`src/hw/ser_regs.svh`:
```
`ifndef SER_REGS_SVH
`define SER_REGS_SVH

// Width of one status part
`define SER_W 15
// Width of an error-queue entry
`define SER_QW 16

// Command codes accepted on the command port
`define SER_OP_NONE        4'h0
`define SER_OP_ACT_COND_RD 4'h1
`define SER_OP_ACT_EN_WR   4'h2
`define SER_OP_ACT_EN_RD   4'h3
`define SER_OP_ACT_EV_RD   4'h4
`define SER_OP_ACT_FALL_WR 4'h5
`define SER_OP_ACT_FALL_RD 4'h6
`define SER_OP_ACT_RISE_WR 4'h7
`define SER_OP_ACT_RISE_RD 4'h8
`define SER_OP_PRESET      4'h9
`define SER_OP_FLT_COND_RD 4'hA
`define SER_OP_FLT_EN_WR   4'hB
`define SER_OP_FLT_EN_RD   4'hC
`define SER_OP_FLT_EV_RD   4'hD
`define SER_OP_QUEUE_RD    4'hE

// Preset and power-on values
`define SER_RISE_PRE 15'h7FFF
`define SER_FALL_PRE 15'h0000
`define SER_EN_PRE   15'h0000
`define SER_ERR_NONE 16'h0000

// Default error-queue depth
`define SER_QDEPTH 4

`endif

```
`src/hw/ser_pkg.sv`:
```
`include "ser_regs.svh"

package ser_pkg;

  typedef enum logic [3:0] {
    SER_NOP         = `SER_OP_NONE,
    SER_ACT_COND_RD = `SER_OP_ACT_COND_RD,
    SER_ACT_EN_WR   = `SER_OP_ACT_EN_WR,
    SER_ACT_EN_RD   = `SER_OP_ACT_EN_RD,
    SER_ACT_EV_RD   = `SER_OP_ACT_EV_RD,
    SER_ACT_FALL_WR = `SER_OP_ACT_FALL_WR,
    SER_ACT_FALL_RD = `SER_OP_ACT_FALL_RD,
    SER_ACT_RISE_WR = `SER_OP_ACT_RISE_WR,
    SER_ACT_RISE_RD = `SER_OP_ACT_RISE_RD,
    SER_PRESET      = `SER_OP_PRESET,
    SER_FLT_COND_RD = `SER_OP_FLT_COND_RD,
    SER_FLT_EN_WR   = `SER_OP_FLT_EN_WR,
    SER_FLT_EN_RD   = `SER_OP_FLT_EN_RD,
    SER_FLT_EV_RD   = `SER_OP_FLT_EV_RD,
    SER_QUEUE_RD    = `SER_OP_QUEUE_RD
  } ser_op_t;

  typedef struct packed {
    ser_op_t op;
    logic [`SER_W-1:0] data;
  } ser_cmd_t;

  typedef struct packed {
    logic valid;
    logic [`SER_QW-1:0] data;
  } ser_rsp_t;

endpackage

```
`src/hw/ser_top.sv`:
```
// Operation
// - Instrument reset command leaves every status part unchanged.
// - Part queries return the part content as 0 to 32767, 15 bits; queue queries return 16-bit entries.
// - Condition part follows live activity; reading it never clears it.
// - Event part gathers qualified changes; reading it clears all bits except those newly hit in the read cycle.
// - Fall filter bit set: 1 to 0 condition change latches event.
// - Rise filter bit set: 0 to 1 condition change latches event.
// - Activity summary bit sees only events whose enable bit is set.
// - Fault summary bit sees only events its own enable mask selects.
// - Enabled events through summary bits can raise a service request.
// - Preset loads all rise filters with all ones.
// - Preset clears all fall filters to zero.
// - Preset clears both enable masks to zero.
// - A latched event bit stays set until the event part is read.
// - Queue query returns and removes oldest entry, zero when empty.

`include "ser_regs.svh"

module ser_top
  import ser_pkg::*;
#(
  parameter int W = `SER_W,
  parameter int QDEPTH = `SER_QDEPTH
) (
  input wire logic clk_i,
  input wire logic rst_n_i,
  input wire logic cmd_valid_i,
  input wire ser_cmd_t cmd_i,
  input wire logic [W-1:0] act_cond_i,
  input wire logic [W-1:0] flt_cond_i,
  input wire logic err_push_i,
  input wire logic [`SER_QW-1:0] err_code_i,
  output ser_rsp_t rsp_o,
  output logic act_sum_o,
  output logic flt_sum_o,
  output logic srq_o,
  output logic err_full_o
);

  localparam int PW = (QDEPTH > 1) ? $clog2(QDEPTH) : 1;
  localparam int CW = PW + 1;

  if (W < 1 || W > `SER_W) begin : g_bad_w
    $error("ser_top: W out of range");
  end
  if (QDEPTH < 2 || (QDEPTH & (QDEPTH - 1)) != 0) begin : g_bad_q
    $error("ser_top: QDEPTH must be a power of two, at least 2");
  end

  // Command decode
  wire cv = cmd_valid_i;
  wire [W-1:0] wdata = cmd_i.data[W-1:0];
  wire preset = cv && cmd_i.op == SER_PRESET;
  wire act_en_wr = cv && cmd_i.op == SER_ACT_EN_WR;
  wire act_rise_wr = cv && cmd_i.op == SER_ACT_RISE_WR;
  wire act_fall_wr = cv && cmd_i.op == SER_ACT_FALL_WR;
  wire flt_en_wr = cv && cmd_i.op == SER_FLT_EN_WR;
  wire act_ev_rd = cv && cmd_i.op == SER_ACT_EV_RD;
  wire flt_ev_rd = cv && cmd_i.op == SER_FLT_EV_RD;
  wire act_cond_rd = cv && cmd_i.op == SER_ACT_COND_RD;
  wire flt_cond_rd = cv && cmd_i.op == SER_FLT_COND_RD;
  wire q_rd = cv && cmd_i.op == SER_QUEUE_RD;
  wire is_rd = cv && (cmd_i.op == SER_ACT_COND_RD ||
                      cmd_i.op == SER_ACT_EN_RD ||
                      cmd_i.op == SER_ACT_EV_RD ||
                      cmd_i.op == SER_ACT_FALL_RD ||
                      cmd_i.op == SER_ACT_RISE_RD ||
                      cmd_i.op == SER_FLT_COND_RD ||
                      cmd_i.op == SER_FLT_EN_RD ||
                      cmd_i.op == SER_FLT_EV_RD ||
                      cmd_i.op == SER_QUEUE_RD);

  logic [W-1:0] act_ev;
  logic [W-1:0] act_en;
  logic [W-1:0] act_rise;
  logic [W-1:0] act_fall;
  logic [W-1:0] flt_ev;
  logic [W-1:0] flt_en;
  logic act_sum;
  logic flt_sum;

  ser_group #(
    .W(W),
    .HAS_FILT(1'b1)
  ) u_act (
    .clk_i(clk_i),
    .rst_n_i(rst_n_i),
    .cond_i(act_cond_i),
    .wdata_i(wdata),
    .wr_en_i(act_en_wr),
    .wr_rise_i(act_rise_wr),
    .wr_fall_i(act_fall_wr),
    .preset_i(preset),
    .rd_clr_i(act_ev_rd),
    .event_o(act_ev),
    .enable_o(act_en),
    .rise_o(act_rise),
    .fall_o(act_fall),
    .summary_o(act_sum)
  );

  ser_group #(
    .W(W),
    .HAS_FILT(1'b0)
  ) u_flt (
    .clk_i(clk_i),
    .rst_n_i(rst_n_i),
    .cond_i(flt_cond_i),
    .wdata_i(wdata),
    .wr_en_i(flt_en_wr),
    .wr_rise_i(1'b0),
    .wr_fall_i(1'b0),
    .preset_i(preset),
    .rd_clr_i(flt_ev_rd),
    .event_o(flt_ev),
    .enable_o(flt_en),
    .rise_o(),
    .fall_o(),
    .summary_o(flt_sum)
  );

  // Error queue: ring of flip-flops, oldest entry at rd_ptr_r
  logic [`SER_QW-1:0] q_mem_r [QDEPTH];
  logic [PW-1:0] rd_ptr_r;
  logic [PW-1:0] wr_ptr_r;
  logic [CW-1:0] cnt_r;
  wire q_empty = cnt_r == '0;
  wire q_full = cnt_r == CW'(QDEPTH);
  wire q_pop = q_rd && !q_empty;
  // A full queue still accepts a push when the same cycle pops
  wire q_push = err_push_i && (!q_full || q_pop);
  wire [`SER_QW-1:0] q_head = q_empty ? `SER_ERR_NONE :
                              q_mem_r[rd_ptr_r];
  wire [CW-1:0] cnt_nxt = cnt_r + CW'(q_push) - CW'(q_pop);

  always_ff @(posedge clk_i or negedge rst_n_i) begin
    if (!rst_n_i) begin
      rd_ptr_r <= '0;
      wr_ptr_r <= '0;
      cnt_r <= '0;
    end else begin
      rd_ptr_r <= rd_ptr_r + PW'(q_pop);
      wr_ptr_r <= wr_ptr_r + PW'(q_push);
      cnt_r <= cnt_nxt;
    end
  end

  always_ff @(posedge clk_i) begin
    if (q_push) begin
      q_mem_r[wr_ptr_r] <= err_code_i;
    end
  end

  // Read selection, zero-extended to the response width
  wire [W-1:0] part_sel =
    (cmd_i.op == SER_ACT_COND_RD) ? act_cond_i :
    (cmd_i.op == SER_ACT_EN_RD)   ? act_en :
    (cmd_i.op == SER_ACT_EV_RD)   ? act_ev :
    (cmd_i.op == SER_ACT_FALL_RD) ? act_fall :
    (cmd_i.op == SER_ACT_RISE_RD) ? act_rise :
    (cmd_i.op == SER_FLT_COND_RD) ? flt_cond_i :
    (cmd_i.op == SER_FLT_EN_RD)   ? flt_en :
    (cmd_i.op == SER_FLT_EV_RD)   ? flt_ev : '0;
  wire [`SER_QW-1:0] rd_mux = q_rd ? q_head :
                              `SER_QW'(part_sel);

  ser_rsp_t rsp_r;
  ser_rsp_t rsp_nxt;
  assign rsp_nxt.valid = is_rd;
  assign rsp_nxt.data = is_rd ? rd_mux : '0;

  logic srq_r;
  logic full_r;

  always_ff @(posedge clk_i or negedge rst_n_i) begin
    if (!rst_n_i) begin
      rsp_r <= '0;
      srq_r <= 1'b0;
      full_r <= 1'b0;
    end else begin
      rsp_r <= rsp_nxt;
      srq_r <= act_sum | flt_sum;
      full_r <= cnt_nxt == CW'(QDEPTH);
    end
  end

  assign rsp_o = rsp_r;
  assign act_sum_o = act_sum;
  assign flt_sum_o = flt_sum;
  assign srq_o = srq_r;
  assign err_full_o = full_r;
endmodule // ser_top

```
`src/hw/ser_group.sv`:
```
`include "ser_regs.svh"

module ser_group
  import ser_pkg::*;
#(
  parameter int W = `SER_W,
  parameter bit HAS_FILT = 1'b1
) (
  input wire logic clk_i,
  input wire logic rst_n_i,
  input wire logic [W-1:0] cond_i,
  input wire logic [W-1:0] wdata_i,
  input wire logic wr_en_i,
  input wire logic wr_rise_i,
  input wire logic wr_fall_i,
  input wire logic preset_i,
  input wire logic rd_clr_i,
  output logic [W-1:0] event_o,
  output logic [W-1:0] enable_o,
  output logic [W-1:0] rise_o,
  output logic [W-1:0] fall_o,
  output logic summary_o
);

  if (W < 1 || W > `SER_W) begin : g_bad_w
    $error("ser_group: W out of range");
  end

  logic [W-1:0] prev_r;
  logic [W-1:0] ev_r;
  logic [W-1:0] en_r;
  logic summary_r;
  wire [W-1:0] rise_hit = ~prev_r & cond_i & rise_o;
  wire [W-1:0] fall_hit = prev_r & ~cond_i & fall_o;
  // A hit in the clearing cycle survives the clear
  wire [W-1:0] ev_nxt =
    (rd_clr_i ? '0 : ev_r) | rise_hit | fall_hit;
  wire [W-1:0] en_nxt = preset_i ? W'(`SER_EN_PRE) :
                        wr_en_i ? wdata_i : en_r;
  wire summary_nxt = |(ev_r & en_r);

  // Power-on only: no instrument reset path reaches these parts
  always_ff @(posedge clk_i or negedge rst_n_i) begin
    if (!rst_n_i) begin
      prev_r <= '0;
      ev_r <= '0;
      en_r <= W'(`SER_EN_PRE);
      summary_r <= 1'b0;
    end else begin
      prev_r <= cond_i;
      ev_r <= ev_nxt;
      en_r <= en_nxt;
      summary_r <= summary_nxt;
    end
  end

  if (HAS_FILT) begin : g_filt
    logic [W-1:0] rise_r;
    logic [W-1:0] fall_r;
    always_ff @(posedge clk_i or negedge rst_n_i) begin
      if (!rst_n_i) begin
        rise_r <= W'(`SER_RISE_PRE);
        fall_r <= W'(`SER_FALL_PRE);
      end else if (preset_i) begin
        rise_r <= W'(`SER_RISE_PRE);
        fall_r <= W'(`SER_FALL_PRE);
      end else begin
        if (wr_rise_i) begin
          rise_r <= wdata_i;
        end
        if (wr_fall_i) begin
          fall_r <= wdata_i;
        end
      end
    end
    assign rise_o = rise_r;
    assign fall_o = fall_r;
  end else begin : g_fixed
    // Fixed at preset values when the group has no filter parts
    assign rise_o = W'(`SER_RISE_PRE);
    assign fall_o = W'(`SER_FALL_PRE);
  end

  assign event_o = ev_r;
  assign enable_o = en_r;
  assign summary_o = summary_r;
endmodule // ser_group

```
`config.mk`:
```
export PLATFORM = sky130hd
export DESIGN_NAME = ser_top
export DESIGN_NICKNAME = d
export VERILOG_FILES = /design/src/hw/ser_pkg.sv /design/src/hw/ser_top.sv /design/src/hw/ser_group.sv
export VERILOG_INCLUDE_DIRS = /design/src /design/src/hw
export SDC_FILE = /design/constraint.sdc
export NUM_CORES = 1
export LEC_CHECK = 0
export ABC_AREA = 1
export CAP_MARGIN = 10
export CORE_ASPECT_RATIO = 0.5
export CORE_UTILIZATION = 45
export CTS_CLUSTER_DIAMETER = 30
export DETAILED_ROUTE_END_ITERATION = 12
export DONT_BUFFER_PORTS = 1
export PLACE_DENSITY = 0.57
export SLEW_MARGIN = 20
export SYNTH_ARGS = -nofsm -noshare
export SYNTH_HDL_FRONTEND = slang
export SYNTH_SLANG_ARGS = --single-unit
```
`constraint.sdc`:
```
create_clock -name clk_i -period 3.4 [get_ports clk_i]
set_input_delay 0.51 -clock clk_i [delete_from_list [all_inputs] [get_ports clk_i]]
set_output_delay 0.51 -clock clk_i [all_outputs]
set_load 0.01 [all_outputs]
```
== Word level (Yosys, flattened, before mapping) ==
Memories as Yosys holds them, arrays and structs flattened.
Index checks and enable logic that the tools add are counted.

* Bits in registers: 148
* Output and inout port bits: 21
* Bits in writable memories: 64
* Logic and storage cells: 104
* Memories: 1
* Input port bits: 69

* Muxes and demuxes: 23
* Reductions and logical operators: 29
* Add/subtract/negate cells: 4
* Eq/ne operators: 16
* Bitwise operators: 14

{| class="wikitable"
|+ Memories
! name !! words !! width !! rd ports !! clocked after memory_dff !! wr ports !! RTL line !! source
|-
| q_mem_r || 4 || 16 || 1 || 0 || 1 || ser_top.sv:123 || <nowiki>logic [`SER_QW-1:0] q_mem_r [QDEPTH];</nowiki>
|}

{| class="wikitable"
|+ Operators by type and width
! kind !! number
|-
| 2-to-1 mux 15 bit || 18
|-
| AND 15 bit || 7
|-
| 2-to-1 mux 16 bit || 3
|-
| NOT 15 bit || 3
|-
| bitwise OR 15 bit || 3
|-
| OR reduction 15 bit || 2
|-
| == test 4 bit (second input constant) || 7
|-
| == test 4 x 3 -> 1 bit (second input constant) || 4
|-
| logical AND 1 bit || 11
|-
| logical OR 1 bit || 9
|-
| == test 4 x 2 -> 1 bit (second input constant) || 2
|-
| nonzero test 2 bit || 4
|-
| == test 3 bit (second input constant) || 2
|-
| adder 2 x 1 -> 2 bit || 2
|-
| == test 4 x 1 -> 1 bit (second input constant) || 1
|-
| adder 3 x 1 -> 3 bit || 1
|-
| zero test 3 bit || 1
|-
| subtractor 3 x 1 -> 3 bit || 1
|-
| zero test 1 bit || 2
|-
| 2-to-1 mux 1 bit || 2
|-
| bitwise OR 1 bit || 1
|}

== Longest topological paths before layout ==
Gate-level depths: netlist of the first run.

* Depth after elaboration: 11
* Gate-level depth with buffers: 13
* Gate-level depth less buffers: 13

== Cells and area by module ==
A second synthesis of the first run with hierarchy kept.

* Cells, all modules: 1095
* Area, all modules: 9825.7 µm²

{| class="wikitable"
|+ By module, submodules not included
! module !! cells an instance !! sequential area each (µm²) !! times used !! area an instance (µm²)
|-
| ser_top || 550 || 2572.5 || 1 || 4729.5
|-
| ser_group at u_act || 337 || 1920.6 || 1 || 3094.2
|-
| ser_group at u_flt || 208 || 1151.1 || 1 || 2001.9
|}

== Worst setup path after synthesis of the first run ==
No wires, ideal clock.

* Path kind: input -> register
* Start: input cmd_i[15] (netlist bit)
* End: memory q_mem_r[0][0] (netlist bit), enable pin
* Arrival: 2.348 ns
* Data required time: 2.991 ns
* Stages on the path: 7
* Path slack: 0.643 ns
* Setup time: 0.409 ns
* Path buffers: 0
* Cell sequence: inv_1 -> nand2_1 -> inv_2 -> nand2_1 -> nor3_4 -> o21ai_2 -> nor3_1

* Longest elaborated chain between the ends: 7

{| class="wikitable"
|+ RTL lines
! what !! RTL line !! source
|-
| from (decl) || ser_top.sv:28 || <nowiki>input wire ser_cmd_t cmd_i,</nowiki>
|-
| == test 4 bit || ser_top.sv:62 || <nowiki>wire q_rd = cv && cmd_i.op == SER_QUEUE_RD;</nowiki>
|-
| logical AND 1 bit || ser_top.sv:62 ||
|-
| logical AND 1 bit || ser_top.sv:129 || <nowiki>wire q_pop = q_rd && !q_empty;</nowiki>
|-
| logical OR 1 bit || ser_top.sv:131 || <nowiki>wire q_push = err_push_i && (!q_full || q_pop);</nowiki>
|-
| logical AND 1 bit || ser_top.sv:131 ||
|-
| 2-to-1 mux 1 bit || ser_top.sv:149 || <nowiki>if (q_push) begin</nowiki>
|-
| 2-to-1 mux 1 bit (not written as such) || ser_top.sv:150 || <nowiki>q_mem_r[wr_ptr_r] <= err_code_i;</nowiki>
|-
| to (decl) || ser_top.sv:123 ||
|}

No other way between the ends.

== Worst setup path in the final report of the first run ==
* Start: register cnt_r[1]
* End: register full_r (netlist: err_full_o)

* Longest elaborated chain between the ends: 8
* Elaborated cells between the ends (all ways): 10
* Classes of those cells: 2 x add/sub; 2 x eq/ne; 6 x reduce/logical

{| class="wikitable"
|+ RTL lines
! what !! RTL line !! source
|-
| from (decl) || ser_top.sv:126 || <nowiki>logic [CW-1:0] cnt_r;</nowiki>
|-
| from (signal assigned) || ser_top.sv:144 || <nowiki>cnt_r <= cnt_nxt;</nowiki>
|-
| zero test 3 bit || ser_top.sv:127 || <nowiki>wire q_empty = cnt_r == '0;</nowiki>
|-
| zero test 1 bit || ser_top.sv:129 ||
|-
| logical AND 1 bit || ser_top.sv:129 ||
|-
| logical OR 1 bit || ser_top.sv:131 ||
|-
| logical AND 1 bit || ser_top.sv:131 ||
|-
| adder 3 x 1 -> 3 bit || ser_top.sv:134 || <nowiki>wire [CW-1:0] cnt_nxt = cnt_r + CW'(q_push) - CW'(q_pop);</nowiki>
|-
| subtractor 3 x 1 -> 3 bit * || ser_top.sv:134 ||
|-
| via cnt_nxt[2] || ser_top.sv:134 ||
|-
| == test 3 bit * || ser_top.sv:183 || <nowiki>full_r <= cnt_nxt == CW'(QDEPTH);</nowiki>
|-
| to (signal assigned) || ser_top.sv:183 ||
|-
| to (decl) || ser_top.sv:173 || <nowiki>logic full_r;</nowiki>
|}

The timed path passes the listed nets; every way through them passes the cells marked *.
A chain may end at the register's enable or synchronous reset.

==> results.md, run 1 <==
* Outcome: complete, but fails checks
* Final Routed Wirelength at approximately 23 mm
* Final hold vios at 145
* Worst hold slack at -284.5 ps
* Area Overhead vs Synth at 16.46%
* Routed vias at around 6,700
* CTS tree: yes
* Final Setup Violations at 0
* Crit path cell chain: nor3_1, nor3_4, o21ai_2, ha_1, inv_1, ha_1, fa_1, xnor2_1, xor2_1, nor3b_1
* Post-synth net total at about 1,000
* Clock latency on the worst-skew pair at 500 ps
* IO Port Bufs at 0
* DR DRC count at 0
* Num CTS Buffers at 35
* CTS sink cnt at 212
* Post-CTS Repair Setup Buffers at 0
* Overflow after GRT at 0
* Rows at 36
* Top-count cell post-synth: nand2_1
* Clock Pin Slew Worst Setup and Hold Paths at approximately 50 ps
* Number of global-route vias before repair at 6,233
* Failing checks: hold timing
* Period minus WS final at 2658 ps
* TritonRoute pass-1 iters at 5
* Global-route wire length before repair at 36.71 mm
* Largest net degree at the start of global routing at 149
* FFs w/ async S/R, synth at between 60 and 70%
* Post-Syn Area per Cell at 9.668 um^2
* Number of routed nets with antenna violations at 0
* Finished Core Util at 53.90%
* Area fraction of the dominant cell type after synthesis at a little under two fifths
* CTS Root Cell: clkbuf_16
* Pwr per Cell Area at around 770 nW/um^2
* CTS resizes at 0
* Tightest Hold Check Type: primary input to async pin
* Final period utilization at 78.18%
* GRT Total Usage at a little under a quarter
* Post-synthesis sequential area ratio at 62.24%
* Critical Path AT at a little over 3000 ps
* CP Capture Type: flip-flop
* Worst EP required at 3810 ps
* Setup CP Type: flip-flop to flip-flop
* Final Cell Area at about 11,000 um^2
* CP max FO at 6
* Chip height at 102.4 um
* H-tree Lvls at 2
* RSZ-0062 raised after global routing: no
* Worst slew margin at 27.56%
* EDFF count, synth at 64
* Netlist cell types at 34
* CP max stage cell: dfrtp_1
* Post-DP HPWL at 15.74 mm
* Synth warn at 0
* Synth Instances at roughly 940
* Synth top cells by count: 237 x nand2_1, 133 x dfrtp_1, 88 x inv_1, 84 x o21ai_0, 79 x nor2_1
* Leakage at 4.620 nW
* Max Freq at approximately 0.38 GHz
* Worst path bufs/invs at 1
* Initial Util at 46.28%
* Die X at approximately 200 um
* Startpoint types: flip-flop
* Fill cell count at approximately 1,700
* Setup TNS at 0 ps
* Top cells by area, synth: dfrtp_1 37%, edfxtp_1 21%, nand2_1 9.8%
* Max-cap violations at 0
* Share of layout cells above drive strength 1 at 10.86%
* Drt wl/cell at between 15 and 20 um
* Cell taking the most area after synthesis: dfrtp_1
* Slew at the pin closest to its max-slew limit at 1087 ps
* Die area at 20,760 um^2
* CTS Buffer Depth at 3
* Crit-path max cell delay at 410 ps
* Flops & latches, synth at roughly 210
* Maximum VDD drop at ~0.00029 V
* Ports at 90
* Nets@finish at 1,024
* Placed inst area at 9368 um^2
* Setup skew after layout at between 10 and 15 ps
* Initial antenna violation count at 0
* Antenna cells at 0
* Pins Over Slew Limit at 0
* Crit path top cell by count: ha_1
* Placer Congestion at 0.8799
* Post-synth top flop: dfrtp_1
* CP delay by family, top: adder cells
* Syn Std Cell Area at about 9100 um^2
* Core box area at 19,590 um^2
* Drt via density at between 5 and 6
* Iter 0 DRT Violations at 571
[logic make-up after synthesis]
family | after synthesis | share of synthesized area, %
fa+ha+maj | 5 | 0.7727
compound gates | 171 | 11.91
flops | 212 | 62.24
buf+inv | 132 | 5.740
simple gates | 414 | 18.96
xor+xnor | 4 | 0.3864
[stage by stage]
stage               cells  total power, mW  setup slack [ps]
global placement     1179            4.560             657.6
global route         1242            8.498             612.9
finish               1242            8.131             741.8
floorplan             938            4.168             642.7
detailed placement   1179            4.585             596.4
CTS                  1242            8.192             735.4
[cell usage in the layout (no fill, tap or decap), types with 4 or more instances in the layout]
cell type | synthesis | layout
nand2_1 | 237 | 237
dfrtp_1 | 133 | 133
inv_1 | 88 | 88
o21ai_0 | 84 | 84
nor2_1 | 79 | 77
nand3_1 | 76 | 76
edfxtp_1 | 64 | 64
clkbuf_16 | 0 | 37
o211ai_1 | 20 | 20
a21oi_1 | 16 | 16
o32ai_1 | 16 | 16
buf_4 | 2 | 16
o311ai_0 | 15 | 15
dfstp_2 | 15 | 15
o22ai_1 | 11 | 11
nand4_1 | 8 | 8
clkbuf_1 | 25 | 6
nor2_2 | 3 | 5
clkinvlp_4 | 0 | 5
clkinv_2 | 0 | 5
nor3_2 | 0 | 4
ha_1 | 4 | 4
bufinv_16 | 0 | 4
[state kept, by name, indices dropped and copies added, names as in the netlist]
name             cells
u_act.fall_o        15
err_full_o           1
rd_ptr_r             2
u_act.summary_o      1
u_act.enable_o      15
u_act.event_o       15
u_flt.enable_o      15
q_mem_r             64
wr_ptr_r             2
u_flt.prev_r        15
u_act.rise_o        15
srq_o                1
u_flt.event_o       15
rsp_o               17
u_flt.summary_o      1
cnt_r                3
u_act.prev_r        15
[worst reg2reg max path, stage by stage (launching register included)]
cell and delay [ps]:
dfrtp_1 410, nor3_1 350, nor3_4 90, o21ai_2 310, ha_1 200, inv_1 40, ha_1 190, fa_1 400
xnor2_1 180, xor2_1 200, nor3b_1 190
[per-layer routing]
metal | vias up | track usage [%] | part of all wire, %
met2 | 208 | 30.95 | 39
li1 | 3198 | - | -
met5 | - | 0 | 0
met1 | 3228 | 36.43 | 51
met4 | 0 | 6.189 | 1.6
met3 | 34 | 7.302 | 8.5
[power by group]
part	internal, mW	switching (mW)
clock	2.36	1.22
sequential	3.10	0.323
combinational	0.420	0.708
[worst paths after layout]
path | start | to | slack, ps | cells past startpoint
worst max-delay path | cnt_r[1] | err_full_o | 740 | 10
worst min register to register | u_flt.prev_r[3] | u_flt.event_o[3] | 410 | 1
min in group clk_i | act_cond_i[3] | u_act.prev_r[3] | 40 | 0
worst min-delay path | rst_n_i | u_flt.prev_r[9] | -280 | 0
worst max register to register | cnt_r[1] | err_full_o | 740 | 10
max in group asynchronous | rst_n_i | u_act.rise_o[3] | 3350 | 0
[final cells by class]
cell class	instances	area [um^2]	area share [%]
flip-flops and latches	212	5644	53.44
multi-input cells	594	2929	27.73
clock buffers	46	989.7	9.371
inverters	91	341.6	3.234
well taps	266	332.8	3.151
clock inverters	17	203.9	1.931
repair buffers	16	120.1	1.137
No activity file was read; power rests on OpenSTA's default activity.
==> run 2: changes to the inputs <==
--- a/config.mk
+++ b/config.mk
@@ -6,7 +6,7 @@
 export SDC_FILE = /design/constraint.sdc
 export NUM_CORES = 1
 export LEC_CHECK = 0
-export ABC_AREA = 1
+export ABC_AREA = 0
 export CAP_MARGIN = 10
 export CORE_ASPECT_RATIO = 0.5
 export CORE_UTILIZATION = 45
==> constraint.sdc (replaced) <==
create_clock -name clk_i -period 2.79 [get_ports clk_i]
set_input_delay 0.4185 -clock clk_i [delete_from_list [all_inputs] [get_ports clk_i]]
set_output_delay 0.4185 -clock clk_i [all_outputs]
set_load 0.01 [all_outputs]
==> results.md, run 2 <==
* Mux cell area share after synthesis at 5.756% (+5.8 points)
* Final hold vios at 148 (+2.1%)
* DR DRC count at 1 (+1)
* Area fraction of the dominant cell type after synthesis at 35.20% (-1.5 points)
* Initial Util at 46.00% (-0.28 points)
* Antenna cells at 0 (unchanged)
* Flops & latches, synth at 212 (unchanged)
* Chip height at 104.5 um (+2.1%)
* Global-route wire length before repair at 40.39 mm (+10%)
* Setup skew after layout at 18.20 ps (+6.040 ps)
* IO Port Bufs at 0 (unchanged)
* Leakage at 4.701 nW (+1.8%)
* Footprint of the multi-input gates at 3465 um^2 (+18%)
* Rows at 37 (+2.8%)
* Slew at the pin closest to its max-slew limit at 885.0 ps (-201.7 ps)
* Period minus WS final at 2248 ps (-410.3 ps)
* Outcome: complete, but fails checks
* Pwr per Cell Area at 861.0 nW/um^2 (+12%)
* Final Routed Wirelength at 26.26 mm (+12%)
* CTS sink cnt at 212 (unchanged)
* Die area at 21,630 um^2 (+4.2%)
* Placer Congestion at 0.8612 (-2.1%)
* H-tree Lvls at 2 (unchanged)
* Nets@finish at 929 (-9.3%)
* Number of global-route vias before repair at 6,588 (+5.7%)
* Most frequent cells in the layout: 138 x nand2_1, 133 x dfrtp_1, 64 x edfxtp_1
* Simple-gate share of the synthesized area at 17.08% (-1.9 points)
* Worst hold slack at -376.6 ps (-92.09 ps)
* Number of routed nets with antenna violations at 0 (unchanged)
* Clock Pin Slew Worst Setup and Hold Paths at 60 ps (about the same)
* Max-cap violations at 0 (unchanged)
* Tightest Hold Check Type: primary input to async pin
* Iter 0 DRT Violations at 662 (+16%)
* Ports at 90 (unchanged)
* Synth Area in Adders at 0.7410% (-0.032 points)
* Cell taking the most area after synthesis: dfrtp_1
* Setup TNS at 0 ps (unchanged)
* Flop pwr share at 43.4% (+1.3 points)
* CP Capture Type: flip-flop
* Post-synth top flop: dfrtp_1
* Largest net degree at the start of global routing at 149 (unchanged)
* Initial antenna violation count at 0 (unchanged)
* Post-CTS Repair Setup Buffers at 0 (unchanged)
* Post-DP HPWL at 16.71 mm (+6.1%)
* Register area at 5644 um^2 (unchanged)
* Max reg flops at 64 (unchanged)
* Clock network fraction of total power at 42.7% (-1.3 points)
* Routed vias at 6,729 (+0.91%)
* Final Setup Violations at 0 (unchanged)
* TritonRoute pass-1 iters at 11 (+6)
* Maximum VDD drop at 0.0003541 V (+23%)
* FFs w/ async S/R, synth at 69.81% (unchanged)
* Post-synthesis sequential area ratio at 59.69% (-2.5 points)
* RSZ-0062 raised after global routing: no
* Fill cell count at 1,769 (+1.7%)
* Largest Register: q_mem_r
* Pins Over Slew Limit at 0 (unchanged)
* Post-Syn Area per Cell at 11.52 um^2 (+19%)
* Worst slew margin at 41.00% (+13 points)
* EDFF count, synth at 64 (unchanged)
* Startpoint types: flip-flop
* Synth warn at 0 (unchanged)
* Setup CP Type: flip-flop to flip-flop
* Largest family of logic cells by synthesized area: simple AND/OR/NAND/NOR gates
* Overflow after GRT at 0 (unchanged)
* Int Power at 6.966 mW (+19%)
* Final period utilization at 80.57% (+2.4 points)
* Gate power share at 13.9% (about the same)
* Synth Instances at 821 (-12%)
* Drt wl/cell at 22.76 um (+20%)
* Area Overhead vs Synth at 18.05%
* Netlist cell types at 50 (+47%)
* Switching Fraction at 27.51% (-0.19 points)
* Syn Std Cell Area at 9455 um^2 (+4.3%)
* CTS tree: yes
* Top-count cell post-synth: nand2_1
* Max Freq at 0.4449 GHz (+18%)
* Failing checks: DRC, hold timing
* CTS Buffer Depth at 3 (unchanged)
* P_sw at 2.644 mW (+17%)
* CP max FO at 3 (-3)
* Clock latency on the worst-skew pair at 500 ps (about the same)
* Critical Path AT at 2660 ps (-410 ps)
* Top cells by area, synth: dfrtp_1 35%, edfxtp_1 20%, nand2_1 5.5%
* Core box area at 20,550 um^2 (+4.9%)
* CTS Root Cell: clkbuf_16
* Synth Area in XOR/XNOR at 0.4631% (+0.077 points)
* CTS resizes at 0 (unchanged)
* Die X at 207.0 um (+2.1%)
* Num CTS Buffers at 35 (unchanged)
* Post-synthesis compound-gate area fraction at 12.41% (+0.51 points)
* Drt via density at 5.831 (+8.6%)
* Post-CTS Hold Buffers at 38
* GRT Total Usage at 25.05% (+1.6 points)
* Post-synth net total at 895 (-12%)
* Synth top cells by count: 138 x nand2_1, 133 x dfrtp_1, 64 x edfxtp_1, 43 x o21ai_0, 42 x nand2b_1
* Worst EP required at 3200 ps (-610 ps)
* Most common cell after layout, fill and taps aside: nand2_1
* Share of layout cells above drive strength 1 at 13.96% (+3.1 points)
* Final Power at 9.610 mW (+18%)
-- run 2: cell count changes in the layout (fill, tap and decap cells not counted), moves of 20 or more --
cell	before	now
a211oi_1	2	27
a22oi_1	0	20
dlygate4sd3_1	0	38
inv_1	88	21
nand2_1	237	138
nand2b_1	0	42
nand3_1	76	18
nor2_1	77	29
o21ai_0	84	43
-- run 2: critical path: stages, from the launching register on --
cell     delay [ps]
dfrtp_1         390
o31a_1          320
ha_1            270
inv_1            40
ha_1            180
fa_1            400
xnor2_1         180
xnor2_1         160
nor3b_1         210
-- run 2: kinds of logic after synthesis --
logic type | Yosys count
muxes | 34
DFF | 212
adders and majority gates | 5
and+or+nand+nor | 311
AOI/OAI and AO/OA | 176
xor gates and xnor gates | 5
buffers and inverters | 78
-- run 2: power groups by stage --
| stage | combinational, mW | clock [mW] | sequential (mW) |
|---|---|---|---|
| after floorplan | 1.07 | 0 | 4.02 |
| after global routing | 1.47 | 4.31 | 4.24 |
| after global placement | 1.26 | 0 | 4.22 |
| after detailed placement | 1.29 | 0 | 4.24 |
| after CTS | 1.35 | 4.18 | 4.18 |
| final | 1.34 | 4.10 | 4.18 |
-- run 2: path summary, 6_finish.rpt --
kind	start	to	slack (ps)	depth (start not counted)
setup / recovery	cnt_r[0]	err_full_o	540	8
hold / removal	rst_n_i	u_flt.event_o[0]	-380	0
setup reg to reg	cnt_r[0]	err_full_o	540	8
hold reg to reg	u_flt.prev_r[1]	u_flt.event_o[1]	420	1
max in group asynchronous	rst_n_i	u_act.rise_o[13]	2770	0
min in group clk_i	err_code_i[15]	q_mem_r[0][15]	20	0
-- run 2: layout make-up --
type | count | area share, %
flip-flops and latches | 212 | 50.57
clock inverters | 22 | 1.625
multi-input cells | 531 | 31.04
inverters | 21 | 0.7062
repair buffers | 54 | 4.484
clock buffers | 41 | 8.519
well taps | 273 | 3.060
-- run 2: per-layer routing --
metal	GRT usage, %	part of all wire [%]
met5	0	0
met4	5.735	1.9
met3	6.579	9.2
met2	33.40	41
met1	39.92	48
-- run 2: through the flow --
stage	cell area, um^2	util, %	instances	setup slack [ps]	hold WS, ps
after detailed placement	9649	46.94	1053	225.1	129.2
after global placement	9649	46.94	1053	323.4	128.4
final	11160	54.30	1154	542.2	-376.6
after CTS	11160	54.30	1154	526.8	-397.7
after floorplan	9455	-	821	81.64	122.9
after global routing	11160	54.30	1154	376.2	-396.5
==> run 3: changes to the inputs <==
--- a/config.mk
+++ b/config.mk
@@ -6,14 +6,14 @@
 export SDC_FILE = /design/constraint.sdc
 export NUM_CORES = 1
 export LEC_CHECK = 0
-export ABC_AREA = 0
+export ABC_AREA = 1
 export CAP_MARGIN = 10
 export CORE_ASPECT_RATIO = 0.5
 export CORE_UTILIZATION = 45
 export CTS_CLUSTER_DIAMETER = 30
 export DETAILED_ROUTE_END_ITERATION = 12
 export DONT_BUFFER_PORTS = 1
-export PLACE_DENSITY = 0.57
+export PLACE_DENSITY = 0.59
 export SLEW_MARGIN = 20
 export SYNTH_ARGS = -nofsm -noshare
 export SYNTH_HDL_FRONTEND = slang
==> constraint.sdc (replaced) <==
create_clock -name clk_i -period 1.8 [get_ports clk_i]
set_input_delay 0.27 -clock clk_i [delete_from_list [all_inputs] [get_ports clk_i]]
set_output_delay 0.27 -clock clk_i [all_outputs]
set_load 0.01 [all_outputs]
==> results.md, run 3 (synthesized netlist as in run 1, its figures left out) <==
* Post-CTS Hold Buffers at 61 (+61%)
* Tightest Hold Check Type: primary input to async pin
* Period minus WS final at 2219 ps (-29.02 ps)
* Post-DP HPWL at 15.80 mm (-5.5%)
* Largest net degree at the start of global routing at 149 (unchanged)
* CP max stage cell: dfrtp_1
* IO Port Bufs at 0 (unchanged)
* RSZ-0062 raised after global routing: yes
* Final hold vios at 148 (unchanged)
* Highest metal used: met4
* Worst EP required at 2220 ps (-980 ps)
* Worst slew margin at 46.42% (+5.4 points)
* Placer Congestion at 0.8840 (+2.6%)
* CTS sink cnt at 212 (unchanged)
* Iter 0 DRT Violations at 555 (-16%)
* Overflow after GRT at 0 (unchanged)
* Initial antenna violation count at 1 (+1)
* Final period utilization at 123.3% (+43 points)
* Clock Pin Slew Worst Setup and Hold Paths at 50 ps (about the same)
* Leakage at 5.002 nW (+6.4%)
* Setup CP Type: flip-flop to flip-flop
* Number of routed nets with antenna violations at 0 (unchanged)
* Pins Over Slew Limit at 0 (unchanged)
* Routed vias at 7,010 (+4.2%)
* Setup TNS at -782.8 ps (-782.8 ps)
* CTS Root Cell: clkbuf_16
* Critical Path AT at 2640 ps (-20 ps)
* Startpoint types: flip-flop
* Chip height at 102.4 um (-2.0%)
* Wl on met1 at 12.14 mm (-3.4%)
* Crit path cell chain: nor3_2, nor3_4, buf_6, ha_4, inv_2, ha_4, fa_2, xnor2_2, xor2_1, nor3b_2
* Crit-path max cell delay at 380 ps (-20 ps)
* Initial Util at 46.28% (+0.28 points)
* Final Setup Violations at 3 (+3)
* CP Capture Type: flip-flop
* Nets@finish at 1,104 (+19%)
* Pwr per Cell Area at 1343 nW/um^2 (+56%)
* Maximum VDD drop at 0.0006133 V (+73%)
* Core box area at 19,590 um^2 (-4.7%)
* Final Routed Wirelength at 24.43 mm (-7.0%)
* Drt wl/cell at 18.50 um (-19%)
* Most common cell after layout, fill and taps aside: nand2_1
* Met3 WL at 1.773 mm (-27%)
* Clock latency on the worst-skew pair at 500 ps (about the same)
* CTS tree: yes
* Share of layout cells above drive strength 1 at 13.18% (-0.79 points)
* Crit path top cell by count: ha_4
* Finished Core Util at 58.60% (+4.3 points)
* CTS Buffer Depth at 3 (unchanged)
* GRT Total Usage at 24.38% (-0.67 points)
* Number of global-route vias before repair at 6,718 (+2.0%)
* Outcome: complete, but fails checks
* Num CTS Buffers at 35 (unchanged)
* Max reg flops at 64 (unchanged)
* H-tree Lvls at 2 (unchanged)
* Failing checks: hold timing, setup timing
* TritonRoute pass-1 iters at 5 (-6)
* Area Overhead vs Synth at 26.61%
* Global-route wire length before repair at 38.35 mm (-5.0%)
* Die area at 20,760 um^2 (-4.0%)
* Most frequent cells in the layout: 235 x nand2_1, 133 x dfrtp_1, 86 x inv_1
* Largest Register: q_mem_r
* Worst setup slack after placement at -516.7 ps (-741.8 ps)
* Setup skew after layout at 13.84 ps (-4.363 ps)
* Drt via density at 5.307 (-9.0%)
* CP delay by family, top: adder cells
* Worst hold slack at -528.8 ps (-152.2 ps)
* Antenna cells at 0 (unchanged)
* Max Freq at 0.4507 GHz (+1.3%)
* Die X at 202.8 um (-2.0%)
* Post-route setup slack at -418.8 ps (-961.0 ps)
* CP max FO at 2 (-1)
* DR DRC count at 0 (-1)
* Met2 wire length at 10.13 mm (-5.9%)
* Rows at 36 (-2.7%)
* Ports at 90 (unchanged)
* Slew at the pin closest to its max-slew limit at 802.7 ps (-82.27 ps)
* Worst path bufs/invs at 2 (+1)
* Max-cap violations at 0 (unchanged)
run 3: cell types whose count changed in the layout (fill, tap and decap cells not counted), sizes merged, moves of 17 or more:
cell and change:
a211oi -25, a22oi -20, buf +19, dlygate4sd3 +23, inv +68, nand2 +99
nand2b -42, nand3 +58, nor2 +47, nor3b -17, o21ai +39
run 3: what timing repair did:
item                       CTS  global route
hold endpoints to repair   316           148
pin swaps                    5             2
setup buffers                0             0
gates resized for setup      4             0
setup endpoints to repair    3             3
run 3: final timing paths:
kind                                 start  cells after the start  slack [ps]                end
max in group asynchronous          rst_n_i                      0        1960    u_act.rise_o[3]
max                               cnt_r[0]                     10        -420         err_full_o
min in group clk_i          act_cond_i[12]                      2          20  u_act.event_o[12]
min reg2reg                u_flt.prev_r[4]                      1         420   u_flt.event_o[4]
max reg2reg                       cnt_r[0]                     10        -420         err_full_o
min                                rst_n_i                      0        -530    u_flt.prev_r[7]
run 3: power breakdown:
group	total, mW	switching (mW)	internal [mW]
combinational	2.75	1.60	1.15
sequential	6.32	0.464	5.86
clock	6.35	2.43	3.92
total	15.4	4.50	10.9
run 3: routing by layer:
layer	track usage (%)	vias to the layer above
met2	34.25	220
met4	6.998	0
met1	36.99	3375
met5	0	-
li1	-	3380
met3	6.122	35
run 3: per-stage QoR:
step	area, um^2	total power, mW	instances
after CTS	11480	15.56	1321
after floorplan	9145	7.959	938
after global routing	11480	16.18	1321
final	11480	15.43	1321
after detailed placement	9717	8.975	1198
after global placement	9717	8.906	1198
run 3: final cells by class:
cell class	count	area (um^2)
clock buffer	41	970.9
clock inverter	21	157.7
fill	1710	8112
inverter	91	357.8
multi-input combinational	594	2992
sequential	212	5644
tap	266	332.8
timing repair buffer	96	1027
